### config.mk
export PLATFORM = sky130hd
export DESIGN_NAME = switch_global_start_ctrl
export DESIGN_NICKNAME = d
export VERILOG_FILES = /design/src/design/age_pacer.v /design/src/design/switch_global_start_ctrl.v
export VERILOG_INCLUDE_DIRS = /design/src /design/src/inc
export SDC_FILE = /design/constraint.sdc
export NUM_CORES = 1
export LEC_CHECK = 0
export BUFFER_PORTS_ARGS = -buffer_cell sky130_fd_sc_hd__buf_4
export CORE_ASPECT_RATIO = 1.1
export CORE_MARGIN = 5
export CORE_UTILIZATION = 54
export CTS_BUF_LIST = sky130_fd_sc_hd__clkbuf_4
export CTS_CLUSTER_DIAMETER = 80
export DETAILED_ROUTE_END_ITERATION = 16
export PLACE_DENSITY = 0.87
export SETUP_SLACK_MARGIN = 0.3
export SYNTH_ARGS = -nofsm -noshare
export SYNTH_HDL_FRONTEND = slang
export SYNTH_SLANG_ARGS = --single-unit
### constraint.sdc
create_clock -name clk_i -period 2.43 [get_ports clk_i]
set_input_delay 0.243 -clock clk_i [delete_from_list [all_inputs] [get_ports clk_i]]
set_output_delay 0.243 -clock clk_i [all_outputs]
set_load 0.02 [all_outputs]
### src/inc/switch_global_defines.vh
// Register offsets, field positions, reset values and timing constants.
`ifndef SWITCH_GLOBAL_DEFINES_VH
`define SWITCH_GLOBAL_DEFINES_VH

// ----------------------------------------------------------------------
// Register offsets
// ----------------------------------------------------------------------
`define OFS_PRODUCT_LINE 8'h00
`define OFS_PART_START 8'h01
`define OFS_GLOBAL_CTRL0 8'h02

// ----------------------------------------------------------------------
// Field positions
// ----------------------------------------------------------------------
`define BIT_START 0
`define BIT_NEW_BACKOFF 7
`define BIT_PASS_FLOW 3
`define BIT_RSVD2 2
`define BIT_RSVD1 1
`define BIT_LINK_AGE 0

// ----------------------------------------------------------------------
// Reset values
// ----------------------------------------------------------------------
`define RST_START 1'h1
`define RST_NEW_BACKOFF 1'h0
`define RST_PASS_FLOW 1'h0
`define RST_RSVD2 1'h1
`define RST_RSVD1 1'h0
`define RST_LINK_AGE 1'h0
`define GC0_FIXED_6_4 3'h4

// ----------------------------------------------------------------------
// Configuration memory layout
// ----------------------------------------------------------------------
`define EE_ADDR_FAMILY 8'h00
`define EE_ADDR_PART 8'h01
`define EE_ADDR_GC0 8'h02

// ----------------------------------------------------------------------
// Timing
// ----------------------------------------------------------------------
`define CLK_MHZ 8'hC8
`define US_CYCLES (`CLK_MHZ)
`define FAST_AGE_US 12'h320
`define FAST_AGE_PASS_US 28'h000031F
`define NORMAL_AGE_S 8'hC8
`define NORMAL_AGE_US 28'hBEBC200
`define EE_TIMEOUT_CYC 16'h0400

`endif

### src/design/age_pacer.v
// Address table age pacer with normal and fast aging periods.
`timescale 1ns/100ps
`include "switch_global_defines.vh"

module age_pacer #(
   parameter [7:0] US_CYC = `US_CYCLES,
   parameter [27:0] NORMAL_US = `NORMAL_AGE_US,
   parameter [27:0] FAST_US = `FAST_AGE_PASS_US
) (
   input wire clk_i,
   input wire rst_n_i,
   input wire fast_req_i,
   output reg age_pass_o,
   output reg fast_active_o
);

   reg [7:0] pre_q;
   reg us_tick_q;
   reg [27:0] cnt_q;

   // Microsecond enable; keeps the long counters narrow.
   always @(posedge clk_i) begin
      if (!rst_n_i) begin
         pre_q <= 8'h00;
         us_tick_q <= 1'b0;
      end else if (pre_q == US_CYC - 8'h01) begin
         pre_q <= 8'h00;
         us_tick_q <= 1'b1;
      end else begin
         pre_q <= pre_q + 8'h01;
         us_tick_q <= 1'b0;
      end
   end

   // A fast request restarts the period short; after that one pass the
   // pacer falls back to the normal period.
   always @(posedge clk_i) begin
      if (!rst_n_i) begin
         cnt_q <= 28'h0000000;
         age_pass_o <= 1'b0;
         fast_active_o <= 1'b0;
      end else if (fast_req_i) begin
         cnt_q <= 28'h0000000;
         age_pass_o <= 1'b0;
         fast_active_o <= 1'b1;
      end else if (us_tick_q) begin
         if (cnt_q >= (fast_active_o ? FAST_US : NORMAL_US) - 28'h1) begin
            cnt_q <= 28'h0000000;
            age_pass_o <= 1'b1;
            fast_active_o <= 1'b0;
         end else begin
            cnt_q <= cnt_q + 28'h1;
            age_pass_o <= 1'b0;
         end
      end else begin
         age_pass_o <= 1'b0;
      end
   end

endmodule // age_pacer

### src/design/switch_global_start_ctrl.v
// Global identification, start-up gating and global control registers.
`timescale 1ns/100ps
`include "switch_global_defines.vh"

// Summary of operation
// Managed straps: run only while start is one.
// Managed straps: start zero holds switch stopped.
// Straps 00: run after configuration read ends.
// No memory answer: keep strap and built-in defaults.
// Override only when family and part codes match.
// Fixed codes read at offsets zero and one.
// Control bit 7 selects alternative back-off.
// Control bit 3 forwards flow control packets.
// Link drop with aging enabled: one fast pass.
// Any link drop flushes learned addresses.
// Software keeps reserved control fields at reset.
// Identification writes ignored; only start writable.
module switch_global_start_ctrl #(
   parameter [7:0] PRODUCT_LINE = 8'h5A, // Arbitrary value.
   parameter [3:0] PART_CODE = 4'h5, // Arbitrary value.
   parameter [2:0] SILICON_REVISION = 3'h1, // Arbitrary value.
   parameter [27:0] NORMAL_AGE_US = `NORMAL_AGE_US,
   parameter [27:0] FAST_AGE_US = `FAST_AGE_PASS_US,
   parameter [15:0] EE_TIMEOUT = `EE_TIMEOUT_CYC,
   parameter PORTS = 3
) (
   input wire clk_i,
   input wire rst_n_i,
   input wire [7:0] addr_i,
   input wire [7:0] wdata_i,
   input wire wr_i,
   input wire rd_i,
   output reg [7:0] rdata_o,
   input wire mode_strap_high_i,
   input wire mode_strap_low_i,
   output reg ee_rd_o,
   output reg [7:0] ee_addr_o,
   input wire ee_valid_i,
   input wire ee_nack_i,
   input wire [7:0] ee_data_i,
   input wire [PORTS-1:0] link_up_i,
   output reg switch_run_o,
   output reg new_backoff_o,
   output reg pass_flow_ctrl_o,
   output reg flush_table_o,
   output wire age_pass_o,
   output wire fast_age_o
);

   // ----------------------------------------------------------------
   // State encodings
   // ----------------------------------------------------------------
   localparam [3:0] LD_IDLE = 4'h1;
   localparam [3:0] LD_REQ = 4'h2;
   localparam [3:0] LD_WAIT = 4'h4;
   localparam [3:0] LD_DONE = 4'h8;

   // ----------------------------------------------------------------
   // Declarations
   // ----------------------------------------------------------------
   reg [1:0] strap_m_q;
   reg [1:0] strap_s_q;
   reg [1:0] strap_q;
   reg strap_taken_q;
   reg [PORTS-1:0] link_m_q;
   reg [PORTS-1:0] link_s_q;
   reg [PORTS-1:0] link_d1_q;
   reg start_q;
   reg new_backoff_q;
   reg pass_flow_q;
   reg rsvd2_q;
   reg rsvd1_q;
   reg link_age_q;
   reg [3:0] ld_state_q;
   reg [1:0] ld_idx_q;
   reg [15:0] ld_timer_q;
   reg load_done_q;
   reg fast_req_q;
   wire [7:0] gc0_view;
   wire link_drop;
   wire managed;

   // Current global control 0 as seen by software.
   assign gc0_view = {new_backoff_q, `GC0_FIXED_6_4, pass_flow_q,
                      rsvd2_q, rsvd1_q, link_age_q};
   assign managed = strap_taken_q & (strap_q != 2'h0);
   assign link_drop = |(link_d1_q & ~link_s_q);

   // ----------------------------------------------------------------
   // Pin synchronisers
   // ----------------------------------------------------------------
   // Straps and link status come from pins; two flops before use. The
   // strap pair keeps sampling in reset so the capture sees real pins.
   always @(posedge clk_i) begin
      strap_m_q <= {mode_strap_high_i, mode_strap_low_i};
      strap_s_q <= strap_m_q;
      if (!rst_n_i) begin
         link_m_q <= {PORTS{1'b0}};
         link_s_q <= {PORTS{1'b0}};
         link_d1_q <= {PORTS{1'b0}};
      end else begin
         link_m_q <= link_up_i;
         link_s_q <= link_m_q;
         link_d1_q <= link_s_q;
      end
   end

   // Straps are caught once, two cycles after reset release, when the
   // synchroniser holds a real sample; later pin changes are ignored.
   reg strap_wait_q;
   always @(posedge clk_i) begin
      if (!rst_n_i) begin
         strap_q <= 2'h0;
         strap_taken_q <= 1'b0;
         strap_wait_q <= 1'b0;
      end else begin
         strap_wait_q <= 1'b1;
         if (strap_wait_q && !strap_taken_q) begin
            strap_q <= strap_s_q;
            strap_taken_q <= 1'b1;
         end
      end
   end

   // ----------------------------------------------------------------
   // Configuration memory loader
   // ----------------------------------------------------------------
   // Reads family, part and control bytes in that order. A nack or a
   // timeout means no memory, which leaves the defaults in place.
   always @(posedge clk_i) begin
      if (!rst_n_i) begin
         ld_state_q <= LD_IDLE;
         ld_idx_q <= 2'h0;
         ld_timer_q <= 16'h0000;
         load_done_q <= 1'b0;
         ee_rd_o <= 1'b0;
         ee_addr_o <= 8'h00;
      end else begin
         ee_rd_o <= 1'b0;
         case (ld_state_q)
            LD_IDLE: begin
               if (strap_taken_q) begin
                  if (strap_q == 2'h0) begin
                     ld_state_q <= LD_REQ;
                     ld_idx_q <= 2'h0;
                  end else begin
                     ld_state_q <= LD_DONE;
                  end
               end
            end
            LD_REQ: begin
               ee_rd_o <= 1'b1;
               ee_addr_o <= (ld_idx_q == 2'h0) ? `EE_ADDR_FAMILY :
                            (ld_idx_q == 2'h1) ? `EE_ADDR_PART :
                            `EE_ADDR_GC0;
               ld_timer_q <= 16'h0000;
               ld_state_q <= LD_WAIT;
            end
            LD_WAIT: begin
               ld_timer_q <= ld_timer_q + 16'h0001;
               if (ee_nack_i || ld_timer_q == EE_TIMEOUT - 16'h0001) begin
                  ld_state_q <= LD_DONE;
               end else if (ee_valid_i) begin
                  if (ld_idx_q == 2'h0 && ee_data_i != PRODUCT_LINE) begin
                     ld_state_q <= LD_DONE;
                  end else if (ld_idx_q == 2'h1 &&
                               ee_data_i[7:4] != PART_CODE) begin
                     ld_state_q <= LD_DONE;
                  end else if (ld_idx_q == 2'h2) begin
                     ld_state_q <= LD_DONE;
                  end else begin
                     ld_idx_q <= ld_idx_q + 2'h1;
                     ld_state_q <= LD_REQ;
                  end
               end
            end
            LD_DONE: begin
               load_done_q <= 1'b1;
            end
            default: begin
               ld_state_q <= LD_IDLE;
            end
         endcase
      end
   end

   // ----------------------------------------------------------------
   // Writable control registers
   // ----------------------------------------------------------------
   // The memory copy of control 0 lands only after both codes matched,
   // because the loader reaches byte two only then. Offset zero and the
   // code bits of offset one have no storage, so writes there vanish.
   always @(posedge clk_i) begin
      if (!rst_n_i) begin
         start_q <= `RST_START;
         new_backoff_q <= `RST_NEW_BACKOFF;
         pass_flow_q <= `RST_PASS_FLOW;
         rsvd2_q <= `RST_RSVD2;
         rsvd1_q <= `RST_RSVD1;
         link_age_q <= `RST_LINK_AGE;
      end else if (ld_state_q == LD_WAIT && ee_valid_i && !ee_nack_i &&
                   ld_idx_q == 2'h2) begin
         new_backoff_q <= ee_data_i[`BIT_NEW_BACKOFF];
         pass_flow_q <= ee_data_i[`BIT_PASS_FLOW];
         rsvd2_q <= ee_data_i[`BIT_RSVD2];
         rsvd1_q <= ee_data_i[`BIT_RSVD1];
         link_age_q <= ee_data_i[`BIT_LINK_AGE];
      end else if (wr_i) begin
         if (addr_i == `OFS_PART_START) begin
            start_q <= wdata_i[`BIT_START];
         end
         if (addr_i == `OFS_GLOBAL_CTRL0) begin
            new_backoff_q <= wdata_i[`BIT_NEW_BACKOFF];
            pass_flow_q <= wdata_i[`BIT_PASS_FLOW];
            rsvd2_q <= wdata_i[`BIT_RSVD2];
            rsvd1_q <= wdata_i[`BIT_RSVD1];
            link_age_q <= wdata_i[`BIT_LINK_AGE];
         end
      end
   end

   // ----------------------------------------------------------------
   // Read port
   // ----------------------------------------------------------------
   // Data appear the cycle after the strobe and only then; unmapped
   // offsets read zero.
   always @(posedge clk_i) begin
      if (!rst_n_i) begin
         rdata_o <= 8'h00;
      end else if (rd_i) begin
         case (addr_i)
            `OFS_PRODUCT_LINE: rdata_o <= PRODUCT_LINE;
            `OFS_PART_START: begin
               rdata_o <= {PART_CODE, SILICON_REVISION, start_q};
            end
            `OFS_GLOBAL_CTRL0: rdata_o <= gc0_view;
            default: rdata_o <= 8'h00;
         endcase
      end else begin
         rdata_o <= 8'h00;
      end
   end

   // ----------------------------------------------------------------
   // Run gating and control outputs
   // ----------------------------------------------------------------
   // Nothing runs until the straps are known, so a managed part never
   // starts for even a cycle on the strap-00 path or the reverse.
   always @(posedge clk_i) begin
      if (!rst_n_i) begin
         switch_run_o <= 1'b0;
         new_backoff_o <= 1'b0;
         pass_flow_ctrl_o <= 1'b0;
      end else begin
         if (managed) begin
            switch_run_o <= start_q;
         end else begin
            switch_run_o <= load_done_q;
         end
         new_backoff_o <= new_backoff_q;
         pass_flow_ctrl_o <= pass_flow_q;
      end
   end

   // ----------------------------------------------------------------
   // Link drop handling
   // ----------------------------------------------------------------
   // A flush runs on every drop; the fast pass only with aging enabled.
   always @(posedge clk_i) begin
      if (!rst_n_i) begin
         flush_table_o <= 1'b0;
         fast_req_q <= 1'b0;
      end else begin
         flush_table_o <= link_drop;
         fast_req_q <= link_drop & link_age_q;
      end
   end

   age_pacer #(
      .US_CYC(`US_CYCLES),
      .NORMAL_US(NORMAL_AGE_US),
      .FAST_US(FAST_AGE_US)
   ) u_age_pacer (
      .clk_i(clk_i),
      .rst_n_i(rst_n_i),
      .fast_req_i(fast_req_q),
      .age_pass_o(age_pass_o),
      .fast_active_o(fast_age_o)
   );

endmodule // switch_global_start_ctrl

==> reports/results.tsv, run 1 <==
metric	value	unit
initial antenna violation count	0	
Synth area leaders	dfxtp_1 44%, ha_1 6.3%, nor2_1 5.9%	
pin count of the biggest net entering global routing	33	
worst path required time	2760	ps
Pint	2.35	mW
sw power	777	µW
clock latency reported for the late side of the worst-skew pair	440	ps
initial DRC count	124	
std cell rows	35	
drt via density	5.51	
Filler cells	625	
crit share post-route	0.943	
Netlist cell types	57	
fin crit period	2290	ps
Hold WS	32.1	ps
HP Start	link_up_i[0]	
clk slew on worst S/H paths	140	ps
Crit. End Element	flop	
I/O Buffers	47	
Cells after Synth	507	
Synth Warn #	0	
critical path launch point type	flop	
setup violators final	0	
GR Util met3	0.0466	
cell area after layout	5470	µm²
CTS tree	built	
syn_area_per_cell	8.97	µm²
Total Routed Length	9960	µm
Pre-Repair DR Iteration Count	4	
Die ar.	10400	µm²
P_leak	2.27	nW
number of buffers created by CTS	9	
Die H	106	µm
clock buffer depth	2	
number of nets in the layout	631	
die width	97.5	µm
Synth Cell Area	4550	µm²
sequential area share after synthesis	0.440	
power share of the clock group	0.339	
top_reg_cell synth	dfxtp_1	
met1 usage	0.201	
R2R depth	9	
CTS H-Tree Depth	3	
critical path endpoint	u_age_pacer.cnt_q[4]	
pwr/cell area	573	nW/µm²
slew margin rel.	0.667	
worst-path maximum fanout	13	
register bit count reported by yosys	100	
Comb power frac	0.109	
Clock Skews	21.0	ps
reg2reg end	u_age_pacer.cnt_q[4]	
fin util	0.657	
worst hold path type	input pin to flop	
vias in the first global route	3641	
Area Overhead vs Synth	20.2	%
Flop pwr share	0.553	
RSZ-0062 raised after global routing	true	
Worst-Margin Slew	498	ps
setup_tns	0	ps
io pins	58	
Root Driver	clkbuf_4	
leading area contributor after synthesis	dfxtp_1	
reg-to-reg setup timing slack	140	ps
Crit path arrival time	2620	ps
# clock sinks	100	
max-cap violation count	0	
hpwl dp	6620	µm
sw frac	0.248	
Max Fclk	436	MHz
met2 GRT Util	0.343	
critical path class	flop to flop	
DRC	0	
antenna viol nets, final	0	
WL per Instance	14.5	µm
n_diodes	0	
grt peak-use layer	met2	
top cells by count, synth	100 x dfxtp_1, 72 x nor2_1, 36 x nand2_1, 26 x nand3_1, 24 x xor2_1	
All-Layer GR Usage	0.183	
EDFF count, synth	0	
top-area cell type share of the netlist area	0.440	
top-count cell post-synth	dfxtp_1	
layout cell share with drive strength beyond 1	0.191	
Hold Vio Cnt, Final	0	
fin. max-slew vios	0	
dpl cell area	5030	µm²
CP startpoint	u_age_pacer.fast_active_o	
Initial Util	0.547	
Core Area	8320	µm²
Overflow after GRT	0	
global-route wire length before repair	15900	µm
status	completed	
Worst VDD drop	0.546	mV
asr flop ratio synth	0	
R2R Path Start	u_age_pacer.fast_active_o	
vias	3794	
final RePlAce weighted congestion	0.819	
-- critical path, stage by stage, from the launching register on --
cell,delay [ps]
dfxtp_4,390
buf_12,140
ha_1,290
nand4b_1,160
nor4_2,310
nand2_1,160
o311ai_4,250
a21o_1,200
buf_4,210
nor2_1,70
-- repair_timing --
| item | CTS | global route |
|---|---|---|
| setup buffers | 4 | 7 |
| hold endpoints to repair | 10 | 1 |
| resized for setup | 3 | 19 |
| pin swaps | 3 | 5 |
| hold buffers | 6 | 1 |
| setup endpoints to repair | 30 | 34 |
-- final cells by class --
cell class | count | area, µm² | area share
Multi-Input combinational cell | 374 | 2510 | 0.458
Sequential cell | 100 | 2010 | 0.368
Timing Repair Buffer | 72 | 571 | 0.104
Tap cell | 111 | 139 | 0.0254
Clock inverter | 6 | 111 | 0.0204
Clock buffer | 9 | 67.6 | 0.0124
Inverter | 16 | 60.1 | 0.0110
-- metal layers --
metal	vias to the layer above	share of wire	wire length (µm)
met3	24	0.043	428
met4	0	0.024	242
met1	1792	0.40	3970
met2	80	0.53	5320
li1	1898	-	-
met5	-	0	0
-- how the worst min path moves through the flow --
stage | to | slack [ps] | cells past startpoint
3_3_place_gp | strap_s_q[0] | 320 | 0
2_1_floorplan | strap_m_q[0] | 270 | 0
4_1_cts | start_q | 1 | 3
3_5_place_dp | strap_s_q[1] | 310 | 0
5_1_grt | link_m_q[0] | 10 | 2
6_report | link_m_q[0] | 30 | 2
-- power groups by stage --
stage / Combinational, mW / Sequential, mW / Clock, mW
after floorplan: 0.238 / 1.74 / 0
after global placement: 0.299 / 1.75 / 0
after detailed placement: 0.312 / 1.76 / 0
after CTS: 0.326 / 1.72 / 1.08
after global routing: 0.373 / 1.74 / 1.15
final: 0.340 / 1.73 / 1.06
-- cell families after synthesis --
logic type	synth area share
AOI/OAI and AO/OA	0.109
xor gates and xnor gates	0.0635
adders and majority gates	0.0633
buffers and inverters	0.0404
DFF	0.440
muxes	0.0286
other	0.000824
and+or+nand+nor	0.254
-- cells in the final DEF, fill, tap and decap left out, types with 10 or more instances in the layout --
master / instances
a21oi_1: 19
and2_1: 19
buf_4: 64
dfxtp_1: 94
ha_1: 22
inv_1: 15
mux2i_1: 13
nand2_1: 35
nand3_1: 25
nand4_1: 11
nor2_1: 69
nor3_1: 10
o21ai_0: 14
xor2_1: 24
-- sequential cells by signal, indices dropped and copies added, names as in the netlist, 2 cells and up --
| name | count |
|---|---|
| link_m_q | 3 |
| ee_addr_o | 2 |
| ld_state_q | 4 |
| link_d1_q | 3 |
| ld_idx_q | 2 |
| ld_timer_q | 16 |
| rdata_o | 7 |
| strap_m_q | 2 |
| u_age_pacer.cnt_q | 28 |
| u_age_pacer.pre_q | 8 |
| strap_s_q | 2 |
| strap_q | 2 |
| link_s_q | 3 |
-- stage by stage --
| step | power (mW) | setup WS [ps] | cells |
|---|---|---|---|
| 4_1_cts | 3.13 | 286 | 680 |
| 3_5_place_dp | 2.07 | 166 | 655 |
| 5_1_grt | 3.26 | 95.2 | 688 |
| 2_1_floorplan | 1.98 | 296 | 513 |
| 6_report | 3.13 | 139 | 688 |
| 3_3_place_gp | 2.05 | 259 | 655 |
No activity file was read; power rests on OpenSTA's default activity.
==> run 2, diff against run 1 <==
--- a/config.mk
+++ b/config.mk
@@ -9,11 +9,12 @@
 export BUFFER_PORTS_ARGS = -buffer_cell sky130_fd_sc_hd__buf_4
 export CORE_ASPECT_RATIO = 1.1
 export CORE_MARGIN = 5
-export CORE_UTILIZATION = 54
+export CORE_UTILIZATION = 25
 export CTS_BUF_LIST = sky130_fd_sc_hd__clkbuf_4
 export CTS_CLUSTER_DIAMETER = 80
 export DETAILED_ROUTE_END_ITERATION = 16
-export PLACE_DENSITY = 0.87
+export GPL_TIMING_DRIVEN = 0
+export PLACE_DENSITY = 0.51
 export SETUP_SLACK_MARGIN = 0.3
 export SYNTH_ARGS = -nofsm -noshare
 export SYNTH_HDL_FRONTEND = slang
==> run 2 against run 1 <==
Compared with the run above: worst setup slack improved by 84 ps; core utilization decreased by 32 points; routed wire length increased by 9.8%; power decreased by 0.34%; critical path depth increased by 2; flip-flop and latch count unchanged; clock skew decreased by 12 ps; non-clock buffer count increased by 26; largest power group unchanged.
==> reports/results.tsv, run 2 (synthesized netlist as in run 1, its figures left out) <==
metric	value	unit	change
DRC	0		unchanged
number of buffers created by CTS	9		unchanged
Pre-Repair DR Iteration Count	4		unchanged
hpwl dp	7700	µm	+16%
P_leak	2.34	nW	+2.9%
I/O Buffers	47		unchanged
initial antenna violation count	1		+1
drt via density	4.60		-17%
leading cell type in the layout, fill and taps excluded	dfxtp_1		
WL per Instance	13.0	µm	-10%
Overflow after GRT	0		unchanged
initial DRC count	129		+4.0%
fin util	0.340		-0.317
slew margin rel.	0.553		-0.115
RSZ-0062 raised after global routing	true		
setup violators final	0		unchanged
Max Fclk	453	MHz	+3.8%
Filler cells	1861		+200%
most frequent CP cell	buf_6		
clock latency reported for the late side of the worst-skew pair	450	ps	about the same
dpl cell area	5260	µm²	+4.4%
Initial Util	0.256		-0.291
slowest CP cell	dfxtp_4		
critical path class	flop to flop		
clock buffer depth	2		unchanged
Worst-Margin Slew	666	ps	+168 ps
CTS H-Tree Depth	3		unchanged
Worst VDD drop	0.262	mV	-52%
reg-to-reg setup timing slack	220	ps	+80 ps
Largest Register	u_age_pacer.cnt_q		
Crit path arrival time	2570	ps	-50 ps
crit share post-route	0.908		-0.0345
io pins	58		unchanged
Core Area	17800	µm²	+110%
status	completed		
number of nets in the layout	657		+4.1%
vias in the first global route	3769		+3.5%
pwr/cell area	516	nW/µm²	-9.9%
CTS tree	built		
CP Cell Sequence	buf_8 -> buf_6 -> ha_4 -> nand2_2 -> nor4_4 -> nand2_1 -> o311ai_4 -> a21o_1 -> buf_6 -> buf_6 -> nor2_1		
fin crit period	2210	ps	-83.9 ps
fin. max-slew vios	0		unchanged
All-Layer GR Usage	0.104		-0.0785
Die H	151	µm	+43%
global-route wire length before repair	18000	µm	+13%
max FFs per register	28		unchanged
final RePlAce weighted congestion	0.804		-1.9%
Die ar.	21000	µm²	+100%
worst-path maximum fanout	6		-7
clk slew on worst S/H paths	150	ps	about the same
most frequent cells in the layout	90 x dfxtp_1, 65 x buf_4, 58 x nor2_1		
std cell rows	51		+46%
die width	139	µm	+42%
Hold WS	46.7	ps	+14.6 ps
max-cap violation count	0		unchanged
cell area after layout	6050	µm²	+11%
Top Registers	u_age_pacer.cnt_q x28, ld_timer_q x16, u_age_pacer.pre_q x8		
Clock Skews	9.36	ps	-11.7 ps
pin count of the biggest net entering global routing	18		-45%
Hold Vio Cnt, Final	0		unchanged
Root Driver	clkbuf_4		
# clock sinks	100		unchanged
worst path required time	2790	ps	+30 ps
Crit. End Element	flop		
antenna viol nets, final	0		unchanged
layout cell share with drive strength beyond 1	0.270		+0.0792
vias	3877		+2.2%
Total Routed Length	10900	µm	+9.8%
worst hold path type	input pin to flop		
max incr delay on CP	410	ps	+20 ps
Area Overhead vs Synth	33.0	%	
critical path launch point type	flop		
==> run 2: cell types whose count changed in the layout (fill, tap and decap cells not counted), sizes merged <==
cell,before,now
dlygate4sd3,7,9
bufinv,3,2
clkbuf,9,18
diode,0,1
buf,65,80
inv,17,19
==> run 2: per-layer routing <==
metal | wire (µm) | global-route usage
met1 | 4690 | 0.122
met2 | 5710 | 0.186
met3 | 340 | 0.0257
met4 | 194 | 0.0396
met5 | 0 | 0
==> run 2: final timing paths <==
| path | depth (start not counted) | start | to |
|---|---|---|---|
| worst min register to register | 0 | strap_m_q[1] | strap_s_q[1] |
| worst max register to register | 11 | u_age_pacer.fast_active_o | u_age_pacer.cnt_q[18] |
| worst max-delay path | 11 | u_age_pacer.fast_active_o | u_age_pacer.cnt_q[18] |
| worst min-delay path | 3 | ee_data_i[2] | rsvd2_q |
==> run 2: area by class of cell <==
| class | instances | area (µm²) | area share |
|---|---|---|---|
| repair buffers | 75 | 632 | 0.104 |
| well taps | 238 | 298 | 0.0492 |
| clock buffers | 9 | 67.6 | 0.0112 |
| clock inverters | 7 | 96.3 | 0.0159 |
| inverters | 16 | 62.6 | 0.0103 |
| multi-input cells | 374 | 2720 | 0.450 |
| plain buffers | 23 | 149 | 0.0246 |
| diodes | 1 | 2.50 | 0.000414 |
| flip-flops and latches | 100 | 2020 | 0.334 |
==> run 2: repair_timing <==
item                                   in CTS  in global routing
gates resized for setup                    41                 47
hold buffers                                9                  0
endpoints found under the hold margin      13                  0
setup buffers                              10                  7
setup endpoints to repair                  32                 42
pin swaps                                  33                 20
gates cloned                                2                  0
==> run 2: where the power goes <==
part / switching [mW] / internal (mW) / total, mW
Clock: 0.572 / 0.426 / 0.997
Sequential: 0.0339 / 1.68 / 1.71
Combinational: 0.205 / 0.206 / 0.411
==> run 2: critical path: cells and delay by family, from the launching register on <==
kind | cells | cell delay, ps
AOI/OAI and AO/OA | 2 | 460
adders and majority gates | 1 | 270
buffers and inverters | 4 | 550
DFF | 1 | 410
and+or+nand+nor | 4 | 440
==> run 2: per-stage QoR <==
stage	setup TNS (ps)	instances	power [mW]	setup slack (ps)
6_report	0	843	3.12	223
4_1_cts	0	835	3.13	255
3_3_place_gp	0	798	2.08	25.3
3_5_place_dp	-137	798	2.09	-20.4
5_1_grt	0	843	3.28	128
2_1_floorplan	0	513	1.98	296
